===== config.mk =====
export PLATFORM = sky130hd
export DESIGN_NAME = usb_role_and_speed_select
export DESIGN_NICKNAME = d
export VERILOG_FILES = /design/src/usb_role_pkg.sv /design/src/handshake_if.sv /design/src/usb_reset_handshake.sv /design/src/usb_role_and_speed_select.sv
export SDC_FILE = /design/constraint.sdc
export NUM_CORES = 1
export LEC_CHECK = 0
export ABC_AREA = 1
export BUFFER_PORTS_ARGS = -buffer_cell sky130_fd_sc_hd__buf_2
export CAP_MARGIN = 20
export CELL_PAD_IN_SITES_DETAIL_PLACEMENT = 0
export CELL_PAD_IN_SITES_GLOBAL_PLACEMENT = 2
export CORE_UTILIZATION = 36
export CTS_CLUSTER_SIZE = 12
export DETAILED_ROUTE_END_ITERATION = 8
export HOLD_SLACK_MARGIN = 0.08
export PLACE_DENSITY = 0.9
export REMOVE_ABC_BUFFERS = 1
export SLEW_MARGIN = 5
export SYNTH_ARGS = -nofsm -noshare
export SYNTH_HDL_FRONTEND = slang
export SYNTH_SLANG_ARGS = --single-unit

===== constraint.sdc =====
create_clock -name core_clk -period 2.71 [get_ports core_clk]
set_clock_uncertainty 0.1 [all_clocks]
set_input_delay 0.542 -clock core_clk [delete_from_list [all_inputs] [get_ports core_clk]]
set_output_delay 0.542 -clock core_clk [all_outputs]
set_load 0.03 [all_outputs]

===== src/usb_role_pkg.sv =====
// Shared constants and types for the USB role and speed selection block.
package usb_role_pkg;

  // Core clock period; every time below is converted with it.
  localparam int CLK_PERIOD_NS = 10;

  // Width of the timing counters, large enough for the longest default.
  localparam int CNT_W = 21;
  typedef logic [CNT_W-1:0] count_type;

  // Settled speed of a root port, also used as the handshake result.
  typedef enum logic [1:0] {SPEED_NONE, SPEED_LOW, SPEED_FULL, SPEED_HIGH} speed_type;

  // Host transfer scheduling arrangement.
  typedef enum logic [1:0] {SCHED_IDLE, SCHED_SHARED, SCHED_SEPARATE} sched_type;

  // Line states as {D+, D-}.
  localparam logic [1:0] LINE_SE0 = 2'h0;
  localparam logic [1:0] LINE_K   = 2'h1;
  localparam logic [1:0] LINE_J   = 2'h2;

  // Values of the function select input.
  localparam logic ROLE_HOST   = 1'h1;
  localparam logic ROLE_PERIPH = 1'h0;

  // Values after reset.
  localparam logic [1:0] RESULT_RST = 2'h0;
  localparam logic [1:0] LINE_RST   = 2'h0;

  // Times in their own units.
  localparam int RESET_DRIVE_US = 10000;
  localparam int LINE_SETTLE_NS = 2500;
  localparam int DEV_CHIRP_US   = 1000;
  localparam int HOST_CHIRP_NS  = 40000;
  localparam int CHIRP_WAIT_US  = 2000;

  // Cycle counts; least times round up.
  localparam int RESET_DRIVE_CYC = (RESET_DRIVE_US * 1000 + CLK_PERIOD_NS - 1) / CLK_PERIOD_NS;
  localparam int DEV_CHIRP_CYC   = (DEV_CHIRP_US * 1000 + CLK_PERIOD_NS - 1) / CLK_PERIOD_NS;
  localparam int CHIRP_WAIT_CYC  = (CHIRP_WAIT_US * 1000 + CLK_PERIOD_NS - 1) / CLK_PERIOD_NS;
  localparam count_type LINE_SETTLE_CYC =
    count_type'((LINE_SETTLE_NS + CLK_PERIOD_NS - 1) / CLK_PERIOD_NS);
  localparam count_type HOST_CHIRP_LAST =
    count_type'((HOST_CHIRP_NS + CLK_PERIOD_NS - 1) / CLK_PERIOD_NS - 1);

  // Host chirp alternations a peripheral must see: three K-J pairs.
  localparam logic [2:0] CHIRP_LAST_EDGE = 3'h5;

endpackage : usb_role_pkg

===== src/handshake_if.sv =====
// Interface between the role controller and one port's reset handshake engine.
`timescale 1ns/1ps
interface handshake_if;
  import usb_role_pkg::*;
  logic       enable;
  logic       request;
  logic       hostMode;
  logic       hsEnable;
  logic [1:0] lineIn;
  logic [1:0] lineOut;
  logic       lineOutEn_n;
  logic       busy;
  logic       done;
  speed_type  speed;

  modport engine (input enable, request, hostMode, hsEnable, lineIn,
                  output lineOut, lineOutEn_n, busy, done, speed);
  modport ctrl   (output enable, request, hostMode, hsEnable, lineIn,
                  input lineOut, lineOutEn_n, busy, done, speed);
endinterface : handshake_if


===== src/usb_reset_handshake.sv =====
// Reset handshake engine for one root port, usable in host or peripheral role.
`timescale 1ns/1ps
module usb_reset_handshake
  import usb_role_pkg::*;
#(
  parameter int RESET_CYC     = RESET_DRIVE_CYC,
  parameter int DEV_CHIRP_LEN = DEV_CHIRP_CYC,
  parameter int WAIT_CYC      = CHIRP_WAIT_CYC
) (
  input wire logic    core_clk,
  input wire logic    rst_n,
  handshake_if.engine hs
);

  localparam count_type RESET_LAST = count_type'(RESET_CYC - 1);
  localparam count_type CHIRP_LAST = count_type'(DEV_CHIRP_LEN - 1);
  localparam count_type WAIT_LAST  = count_type'(WAIT_CYC - 1);

  typedef enum logic [2:0] {ST_IDLE, ST_HOST_RESET, ST_HOST_CHIRP, ST_DEV_CHIRP, ST_DEV_WAIT} state_type;

  state_type  state;
  count_type  cnt;
  count_type  chirpCnt;
  count_type  runCnt;
  logic [1:0] lastLine;
  logic [1:0] countedLine;
  logic [2:0] edges;
  logic       sawK;
  speed_type  attach;
  logic       settled;
  logic       resetOver;

  // A line level becomes valid once it has held for the settle time; one pulse per run.
  assign settled   = (runCnt == LINE_SETTLE_CYC);
  assign resetOver = (cnt == RESET_LAST);

  // Run-length filter on the received line; it saturates so settled fires once.
  always_ff @(posedge core_clk) begin
    if (!rst_n) begin
      runCnt   <= '0;
      lastLine <= LINE_RST;
    end else begin
      lastLine <= hs.lineIn;
      if (hs.lineIn != lastLine) begin
        runCnt <= '0;
      end else if (runCnt <= LINE_SETTLE_CYC) begin
        runCnt <= runCnt + 1'b1;
      end
    end
  end

  // Handshake sequencing; disabling the engine abandons any handshake in progress.
  always_ff @(posedge core_clk) begin
    if (!rst_n || !hs.enable) begin
      state       <= ST_IDLE;
      cnt         <= '0;
      chirpCnt    <= '0;
      lineOut_clr();
    end else begin
      hs.done <= 1'b0;
      unique case (state)
        ST_IDLE: begin
          if (hs.hostMode && hs.request) begin
            // Pull-up seen before the reset: D- up is low speed, otherwise full.
            attach         <= (hs.lineIn == LINE_K) ? SPEED_LOW : SPEED_FULL;
            sawK           <= 1'b0;
            cnt            <= '0;
            hs.lineOut     <= LINE_SE0;
            hs.lineOutEn_n <= 1'b0;
            hs.busy        <= 1'b1;
            hs.speed       <= SPEED_NONE;
            state          <= ST_HOST_RESET;
          end else if (!hs.hostMode && hs.request && hs.lineIn == LINE_SE0 && settled) begin
            cnt <= '0;
            if (hs.hsEnable) begin
              hs.busy        <= 1'b1;
              hs.speed       <= SPEED_NONE;
              hs.lineOut     <= LINE_K;
              hs.lineOutEn_n <= 1'b0;
              state          <= ST_DEV_CHIRP;
            end else begin
              hs.speed <= SPEED_FULL;
              hs.done  <= 1'b1;
            end
          end
        end
        ST_HOST_RESET: begin
          cnt <= cnt + 1'b1;
          // Only a full-speed attach with high speed enabled may answer with a chirp.
          if (hs.hsEnable && attach == SPEED_FULL && hs.lineIn == LINE_K && settled) begin
            sawK <= 1'b1;
          end
          if (sawK && hs.lineIn != LINE_K) begin
            hs.lineOut <= LINE_K;
            chirpCnt   <= '0;
            state      <= ST_HOST_CHIRP;
          end
          if (resetOver) begin
            host_finish(attach);
          end
        end
        ST_HOST_CHIRP: begin
          cnt      <= cnt + 1'b1;
          chirpCnt <= chirpCnt + 1'b1;
          if (chirpCnt == HOST_CHIRP_LAST) begin
            chirpCnt   <= '0;
            hs.lineOut <= (hs.lineOut == LINE_K) ? LINE_J : LINE_K;
          end
          if (resetOver) begin
            host_finish(SPEED_HIGH);
          end
        end
        ST_DEV_CHIRP: begin
          cnt <= cnt + 1'b1;
          if (cnt == CHIRP_LAST) begin
            cnt            <= '0;
            edges          <= '0;
            countedLine    <= LINE_SE0;
            hs.lineOutEn_n <= 1'b1;
            state          <= ST_DEV_WAIT;
          end
        end
        ST_DEV_WAIT: begin
          cnt <= cnt + 1'b1;
          if (settled && (hs.lineIn == LINE_K || hs.lineIn == LINE_J) && hs.lineIn != countedLine) begin
            countedLine <= hs.lineIn;
            edges       <= edges + 1'b1;
            if (edges == CHIRP_LAST_EDGE) begin
              dev_finish(SPEED_HIGH);
            end
          end else if (cnt == WAIT_LAST) begin
            dev_finish(SPEED_FULL);
          end
        end
      endcase
    end
  end

  // Returns every driven handshake output to its idle value.
  task automatic lineOut_clr();
    hs.lineOut     <= LINE_RST;
    hs.lineOutEn_n <= 1'b1;
    hs.busy        <= 1'b0;
    hs.done        <= 1'b0;
    hs.speed       <= SPEED_NONE;
    sawK           <= 1'b0;
    attach         <= SPEED_NONE;
    edges          <= '0;
    countedLine    <= LINE_RST;
  endtask : lineOut_clr

  // Ends a host reset: release the line and publish the settled speed.
  task automatic host_finish(input speed_type result);
    hs.lineOut     <= LINE_SE0;
    hs.lineOutEn_n <= 1'b1;
    hs.busy        <= 1'b0;
    hs.done        <= 1'b1;
    hs.speed       <= result;
    state          <= ST_IDLE;
  endtask : host_finish

  // Ends a peripheral handshake with the decided speed.
  task automatic dev_finish(input speed_type result);
    hs.busy  <= 1'b0;
    hs.done  <= 1'b1;
    hs.speed <= result;
    state    <= ST_IDLE;
  endtask : dev_finish

endmodule : usb_reset_handshake


===== src/usb_role_and_speed_select.sv =====
// Role selection, per-port speed settlement and host scheduling arrangement.
`timescale 1ns/1ps
// Notes on behaviour
// - Function select picks host or peripheral role.
// - Host, equal speed classes: one shared schedule.
// - Host, mixed speed classes: separate schedules.
// - Peripheral uses first port only, no low.
// - Host bus reset with HS runs handshake.
// - Peripheral with HS handshakes on bus reset.
// - Peripheral without HS runs full speed only.
// - Peripheral HS on success, else full speed.
// - Host without HS: D+ full, D- low.
// - Host with HS: high on success, else full, or low for a D- attach.
module usb_role_and_speed_select
  import usb_role_pkg::*;
#(
  parameter int RESET_CYC     = RESET_DRIVE_CYC,
  parameter int DEV_CHIRP_LEN = DEV_CHIRP_CYC,
  parameter int WAIT_CYC      = CHIRP_WAIT_CYC
) (
  input  wire logic            core_clk,
  input  wire logic            rst_n,
  input  wire logic            clockSupplied,
  input  wire logic            usbBlockEnable,
  input  wire logic            functionSelect,
  input  wire logic [1:0]      highSpeedEnable,
  input  wire logic            lowSpeedTransactionSelect,
  input  wire logic [1:0]      busResetIssue,
  input  wire logic [1:0][1:0] rootPortLineIn,
  output logic      [1:0][1:0] rootPortLineOut,
  output logic      [1:0]      rootPortLineOutEn_n,
  output logic                 blockActive,
  output logic                 hostRole,
  output logic      [1:0][1:0] handshakeResult,
  output logic      [1:0]      handshakeBusy,
  output logic      [1:0]      handshakeDone,
  output sched_type            scheduleMode,
  output logic                 secondPortUsable,
  output logic                 lowSpeedTraffic
);

  logic            roleSettled;
  logic [1:0][1:0] engSpeed;
  logic [1:0]      engBusy;
  logic [1:0]      engDone;
  logic            sameClass;

  // The block only runs while software has enabled it and the clock is supplied.
  always_ff @(posedge core_clk) begin
    if (!rst_n) begin
      blockActive <= 1'b0;
    end else begin
      blockActive <= clockSupplied & usbBlockEnable;
    end
  end

  // The role follows function select; a change first idles both engines.
  always_ff @(posedge core_clk) begin
    if (!rst_n) begin
      hostRole <= ROLE_PERIPH;
    end else if (blockActive) begin
      hostRole <= functionSelect;
    end
  end

  // Engines stay parked for the cycle in which the role is changing.
  assign roleSettled = blockActive && (hostRole == functionSelect);

  // One handshake engine per root port.
  for (genvar p = 0; p < 2; p++) begin : gen_port
    handshake_if link ();

    // The second port is unusable in peripheral role.
    assign link.enable   = roleSettled && (hostRole == ROLE_HOST || p == 0);
    // A peripheral watches for bus reset on its own; a host waits for software.
    assign link.request  = (hostRole == ROLE_HOST) ? busResetIssue[p] : 1'b1;
    assign link.hostMode = hostRole;
    assign link.hsEnable = highSpeedEnable[p];
    assign link.lineIn   = rootPortLineIn[p];

    assign rootPortLineOut[p]     = link.lineOut;
    assign rootPortLineOutEn_n[p] = link.lineOutEn_n;
    assign engSpeed[p]            = link.speed;
    assign engBusy[p]             = link.busy;
    assign engDone[p]             = link.done;

    usb_reset_handshake #(
      .RESET_CYC     (RESET_CYC),
      .DEV_CHIRP_LEN (DEV_CHIRP_LEN),
      .WAIT_CYC      (WAIT_CYC)
    ) u_handshake (
      .core_clk (core_clk),
      .rst_n    (rst_n),
      .hs       (link)
    );
  end

  // Handshake results are registered once more for the status outputs.
  always_ff @(posedge core_clk) begin
    if (!rst_n) begin
      handshakeResult <= {RESULT_RST, RESULT_RST};
      handshakeBusy   <= 2'h0;
      handshakeDone   <= 2'h0;
    end else begin
      handshakeResult <= engSpeed;
      handshakeBusy   <= engBusy;
      handshakeDone   <= engDone;
    end
  end

  // Both ports high speed, or both not, means one class.
  assign sameClass = ((engSpeed[0] == SPEED_HIGH) == (engSpeed[1] == SPEED_HIGH));

  // Host scheduling follows the settled classes; mixing classes needs two schedules.
  always_ff @(posedge core_clk) begin
    if (!rst_n) begin
      scheduleMode <= SCHED_IDLE;
    end else if (!roleSettled || hostRole != ROLE_HOST) begin
      scheduleMode <= SCHED_IDLE;
    end else if (sameClass) begin
      scheduleMode <= SCHED_SHARED;
    end else begin
      scheduleMode <= SCHED_SEPARATE;
    end
  end

  // Port usability and low-speed traffic only mean anything in host role.
  always_ff @(posedge core_clk) begin
    if (!rst_n) begin
      secondPortUsable <= 1'b0;
      lowSpeedTraffic  <= 1'b0;
    end else begin
      secondPortUsable <= roleSettled && hostRole == ROLE_HOST;
      lowSpeedTraffic  <= roleSettled && hostRole == ROLE_HOST && lowSpeedTransactionSelect;
    end
  end

endmodule : usb_role_and_speed_select


==> impl_summary.log <==
INFO  metric tightest_slew = 733.8 ps
INFO  metric final.fill_count = 2886
INFO  metric rr_startpoint = gen_port[0].u_handshake.cnt[0]$_SDFFE_PP0P_
INFO  metric seqPwrFrac = 49.3%
INFO  metric yosysUniqueCellTypes = 56
INFO  metric global_route_wire_length_before_repair = 42810 microns
INFO  metric area.growth.synth_to_final = 11.67%
INFO  metric yosys_warnings = 0
INFO  metric report.final.hold_viol_count = 0
INFO  metric r2r-end = gen_port[0].u_handshake.hs.speed[0]$_SDFFE_PP0P_
INFO  metric cts_post_setup_buffers_inserted = 0
INFO  metric yosys_most_used_dff = sky130_fd_sc_hd__dfxtp_1
INFO  metric route.detailed.vias_per_inst = 4.810
INFO  metric dpl-instance-area = 0.01057 sq mm
INFO  metric hold_slack_final = 212.9 ps
INFO  metric status = finished clean
INFO  metric die_height = 168.7 microns
INFO  metric antenna_found_initial = 0
INFO  metric highest-signal-layer = met4
INFO  metric timing.setup.tns = 0 ps
INFO  metric drive_gt1_share = 12.15%
INFO  metric setup.worst_path.start_class = flip-flop
INFO  metric ys_top_cells_by_area = sky130_fd_sc_hd__dfxtp_1, sky130_fd_sc_hd__nand2_1, sky130_fd_sc_hd__nor2_1
INFO  metric power.internal = 4107 uW
INFO  metric synth.avg_cell_area = 6.763 sq um
INFO  metric die_w = 168.7 microns
INFO  metric routedWlPerCell = 13.22 microns
INFO  metric placeableCoreArea = 0.02710 sq mm
INFO  metric port_buffers = 33
INFO  metric power.static_leakage = 0.004414 uW
INFO  metric cellPowerDensity = 482.6 mW/mm^2
INFO  metric post-route-min-period = 2260 ps
INFO  metric ys_ff_latch = 180
INFO  metric clk_pin_slew_worst_paths = 70 ps
INFO  metric finalCritPeriodShare = 83.41%
INFO  metric worstSkewPairLatency = 440 ps
INFO  metric holdPathStages = 3
INFO  metric max-clock-path-buffers = 2
INFO  metric drv_cap = 0
INFO  metric synth_area = 0.01001 sq mm
INFO  metric number_of_nets_in_the_final_layout = 1548
INFO  metric dr.pass1.iters = 5
INFO  metric multi_input_gate_area_in_the_final_layout = 0.005386 sq mm
INFO  metric post-dp-hpwl = 18780 microns
INFO  metric setup_violations = 0
INFO  metric fmaxAchievable = 442.4 MHz
INFO  metric synth.top_cell.area_share = 36.00%
INFO  metric critical_path_arrival = 2530 ps
INFO  metric power_frac_comb = 2.6%
INFO  metric async_flop_share = 0%
INFO  metric hold_path_startpoint = lowSpeedTransactionSelect
INFO  metric endpoint_kind = flip-flop
INFO  metric totalWireLength = 25160 microns
INFO  metric drc_errors = 0
INFO  metric timing.critical_path.required = 2980 ps
INFO  metric globalRoute.totalOverflow = 0
INFO  metric dr_wl_met3 = 840 microns
INFO  metric ios = 34
INFO  metric power.switching_fraction = 23.88%
INFO  metric route.antenna.remaining_nets = 0
INFO  metric synth-seq-area-share = 36.00%
INFO  metric postCtsHoldBufs = 0
INFO  metric syn_inst = 1480
INFO  metric cts_made_buffers = 17
INFO  metric clkSinkCount = 180
INFO  metric worstHoldPathType = in2reg
INFO  metric irDropWorstVdd = 378.7 uV
INFO  metric die_area = 0.02847 sq mm
INFO  metric wire_length_on_met2 = 11500 microns
INFO  metric starting_density_of_the_core = 36.93%
INFO  metric min_delay_worst_endpoint = lowSpeedTraffic$_SDFF_PN0_
INFO  metric globalplace.congestion = 0.8494
INFO  metric insertedDiodeCount = 0
INFO  metric grt_setup_unrepaired = false
INFO  metric layout.cell_area.non_filler = 0.01118 sq mm
INFO  metric slew-limit-headroom = 50.70%
INFO  metric postCtsResizedCells = 0
INFO  metric critical_path_class = reg2reg
INFO  metric seqCellArea = 0.003603 sq mm
INFO  metric synth_area_leader_cell = sky130_fd_sc_hd__dfxtp_1
INFO  metric wl_met1 = 12680 microns
INFO  metric grt_usage = 18.48%
INFO  metric worstRegToRegCells = 13
INFO  metric grt_max_degree = 37
INFO  metric rows = 60
INFO  metric netSwitchingPower = 1288 uW
INFO  metric clock_tree.htree_level_count = 4
INFO  metric vias_in_the_first_global_route = 8659
INFO  metric root_buffer = sky130_fd_sc_hd__clkbuf_16
INFO  metric finalMaxSlewViolations = 0
INFO  metric tritoncts_clock_tree = yes
INFO  metric rrSetupSlack = 450 ps
INFO  metric synth_enable_flop_cells = 0
INFO  metric detailroute.via_count = 9154
INFO  metric timing.critical_path.fanout_max = 6
INFO  metric power_frac_clock = 48.2%
INFO  metric drtIter0Drc = 609
## per-layer routing
layer / global-route usage (%) / vias up
li1: - / 4836
met1: 25.00 / 4175
met2: 30.58 / 131
met3: 3.554 / 12
met4: 3.518 / 0
met5: 0 / -
## per-stage QoR
step / util [%] / setup slack (ps) / std cells / power (uW)
finish: 41.25 / 449.5 / 1903 / 5395
CTS: 41.25 / 428.8 / 1903 / 5469
global route: 41.25 / 174.3 / 1903 / 5603
detailed placement: 39.01 / 294.1 / 1871 / 2859
global placement: 39.01 / 310.9 / 1871 / 2857
floorplan: - / 270.4 / 1451 / 2800
## final cells by class
class	count	share of cell area [%]
tap	372	4.164
multi-input combinational	1048	48.19
timing repair buffer	48	2.485
sequential	180	32.24
clock buffer	18	3.929
clock inverter	14	1.489
inverter	223	7.511
## registers in the layout (all words and copies together), names as in the netlist, 2 cells and up
name	flops
gen_port.u_handshake.hs.speed	4
gen_port.u_handshake.lastLine	4
handshakeDone	2
scheduleMode	2
gen_port.u_handshake.state	6
gen_port.u_handshake.hs.lineOutEn_n	2
gen_port.u_handshake.runCnt	42
gen_port.u_handshake.attach	4
gen_port.u_handshake.chirpCnt	42
handshakeBusy	2
gen_port.u_handshake.countedLine	4
handshakeResult	4
gen_port.u_handshake.hs.done	2
gen_port.u_handshake.hs.busy	2
gen_port.u_handshake.hs.lineOut	4
gen_port.u_handshake.sawK	2
gen_port.u_handshake.edges	6
gen_port.u_handshake.cnt	42
## cells in the mapped netlist, types with 3 or more instances
cell	number
sky130_fd_sc_hd__dfxtp_1	180
sky130_fd_sc_hd__inv_2	23
sky130_fd_sc_hd__nand3_2	10
sky130_fd_sc_hd__inv_1	199
sky130_fd_sc_hd__xor2_1	22
sky130_fd_sc_hd__nor4_1	10
sky130_fd_sc_hd__o21ai_1	14
sky130_fd_sc_hd__buf_4	9
sky130_fd_sc_hd__xnor2_1	11
sky130_fd_sc_hd__nor2_2	10
sky130_fd_sc_hd__or2_2	4
sky130_fd_sc_hd__a211oi_1	5
sky130_fd_sc_hd__nand3b_1	3
sky130_fd_sc_hd__nor2_1	202
sky130_fd_sc_hd__a21oi_1	90
sky130_fd_sc_hd__nor3_2	4
sky130_fd_sc_hd__ha_1	16
sky130_fd_sc_hd__buf_2	12
sky130_fd_sc_hd__nor2_4	11
sky130_fd_sc_hd__and3_1	4
sky130_fd_sc_hd__nor3b_1	4
sky130_fd_sc_hd__a21oi_2	4
sky130_fd_sc_hd__nor3_4	3
sky130_fd_sc_hd__nor3_1	48
sky130_fd_sc_hd__clkbuf_1	5
sky130_fd_sc_hd__nand4_1	37
sky130_fd_sc_hd__nand3_1	117
sky130_fd_sc_hd__a31oi_1	3
sky130_fd_sc_hd__o21ai_0	36
sky130_fd_sc_hd__nand2_4	4
sky130_fd_sc_hd__o21ai_2	4
sky130_fd_sc_hd__nand2_2	17
sky130_fd_sc_hd__nand2_1	318
sky130_fd_sc_hd__buf_6	3
sky130_fd_sc_hd__o211ai_1	11
## how the worst max path moves through the flow
stage	startpoint	end	slack, ps	depth (start not counted)
after global placement	gen_port[1].u_handshake.cnt[0]$_SDFFE_PP0N_	gen_port[1].u_handshake.cnt[20]$_SDFFE_PP0N_	310	8
final	gen_port[0].u_handshake.cnt[0]$_SDFFE_PP0P_	gen_port[0].u_handshake.hs.speed[0]$_SDFFE_PP0P_	450	13
after CTS	gen_port[1].u_handshake.cnt[0]$_SDFFE_PP0N_	gen_port[1].u_handshake.hs.speed[1]$_SDFFE_PP0P_	430	12
after detailed placement	rootPortLineIn[3]	gen_port[1].u_handshake.chirpCnt[12]$_SDFFE_PP0P_	290	10
after floorplan	rootPortLineIn[1]	gen_port[0].u_handshake.cnt[11]$_SDFFE_PP0P_	270	10
after global routing	gen_port[1].u_handshake.cnt[0]$_SDFFE_PP0N_	gen_port[1].u_handshake.hs.speed[0]$_SDFFE_PP0P_	170	12
## logic make-up (layout without fill, tap and decap cells)
family          after synthesis  in the layout  share of synthesized area [%]
xor+xnor                     33             33                          2.887
flops                       180            180                          36.00
fa+ha+maj                    16             16                          2.000
buf+inv                     252            303                          10.19
compound gates              183            183                          10.52
simple gates                816            816                          38.40
## cells in the final DEF (no fill, tap or decap), types with 3 or more instances in the layout
cell type and count:
sky130_fd_sc_hd__a21oi_2 4, sky130_fd_sc_hd__a21oi_1 90, sky130_fd_sc_hd__nand2_1 318, sky130_fd_sc_hd__clkbuf_16 17
sky130_fd_sc_hd__dfxtp_1 180, sky130_fd_sc_hd__buf_4 15, sky130_fd_sc_hd__nand3b_1 3, sky130_fd_sc_hd__nor2_4 11
sky130_fd_sc_hd__ha_1 16, sky130_fd_sc_hd__nor3_1 48, sky130_fd_sc_hd__o21ai_1 14, sky130_fd_sc_hd__o21ai_0 36
sky130_fd_sc_hd__nor3_2 4, sky130_fd_sc_hd__a31oi_1 3, sky130_fd_sc_hd__nor3b_1 4, sky130_fd_sc_hd__inv_6 3
sky130_fd_sc_hd__nor4_1 10, sky130_fd_sc_hd__o211ai_1 11, sky130_fd_sc_hd__or2_2 4, sky130_fd_sc_hd__nand4_1 37
sky130_fd_sc_hd__inv_8 3, sky130_fd_sc_hd__inv_1 199, sky130_fd_sc_hd__xor2_1 22, sky130_fd_sc_hd__buf_2 33
sky130_fd_sc_hd__o21ai_2 4, sky130_fd_sc_hd__nand3_2 10, sky130_fd_sc_hd__nor2_2 10, sky130_fd_sc_hd__nand2_4 4
sky130_fd_sc_hd__and3_1 4, sky130_fd_sc_hd__clkinvlp_4 5, sky130_fd_sc_hd__xnor2_1 11, sky130_fd_sc_hd__nor3_4 3
sky130_fd_sc_hd__nand2_2 17, sky130_fd_sc_hd__a211oi_1 5, sky130_fd_sc_hd__inv_2 23, sky130_fd_sc_hd__nor2_1 202
sky130_fd_sc_hd__nand3_1 117
## critical path, cell delays in order, from the launching register on
cell	delay (ps)
sky130_fd_sc_hd__dfxtp_1	430
sky130_fd_sc_hd__ha_1	250
sky130_fd_sc_hd__nand2_2	100
sky130_fd_sc_hd__nor2_4	120
sky130_fd_sc_hd__inv_1	70
sky130_fd_sc_hd__nor2_2	210
sky130_fd_sc_hd__nand3_2	190
sky130_fd_sc_hd__nand2_1	150
sky130_fd_sc_hd__nand2_1	100
sky130_fd_sc_hd__nor2_2	130
sky130_fd_sc_hd__nand3_2	130
sky130_fd_sc_hd__nand2_1	90
sky130_fd_sc_hd__nand2_1	50
sky130_fd_sc_hd__nor2_1	80
## power groups by stage
stage | Combinational [uW] | Sequential [uW] | Clock, uW
final | 138 | 2660 | 2600
after global routing | 157 | 2660 | 2790
after CTS | 139 | 2660 | 2670
after detailed placement | 139 | 2720 | 0
after global placement | 138 | 2720 | 0
after floorplan | 80.2 | 2720 | 0
No activity file was read; power rests on OpenSTA's default activity.
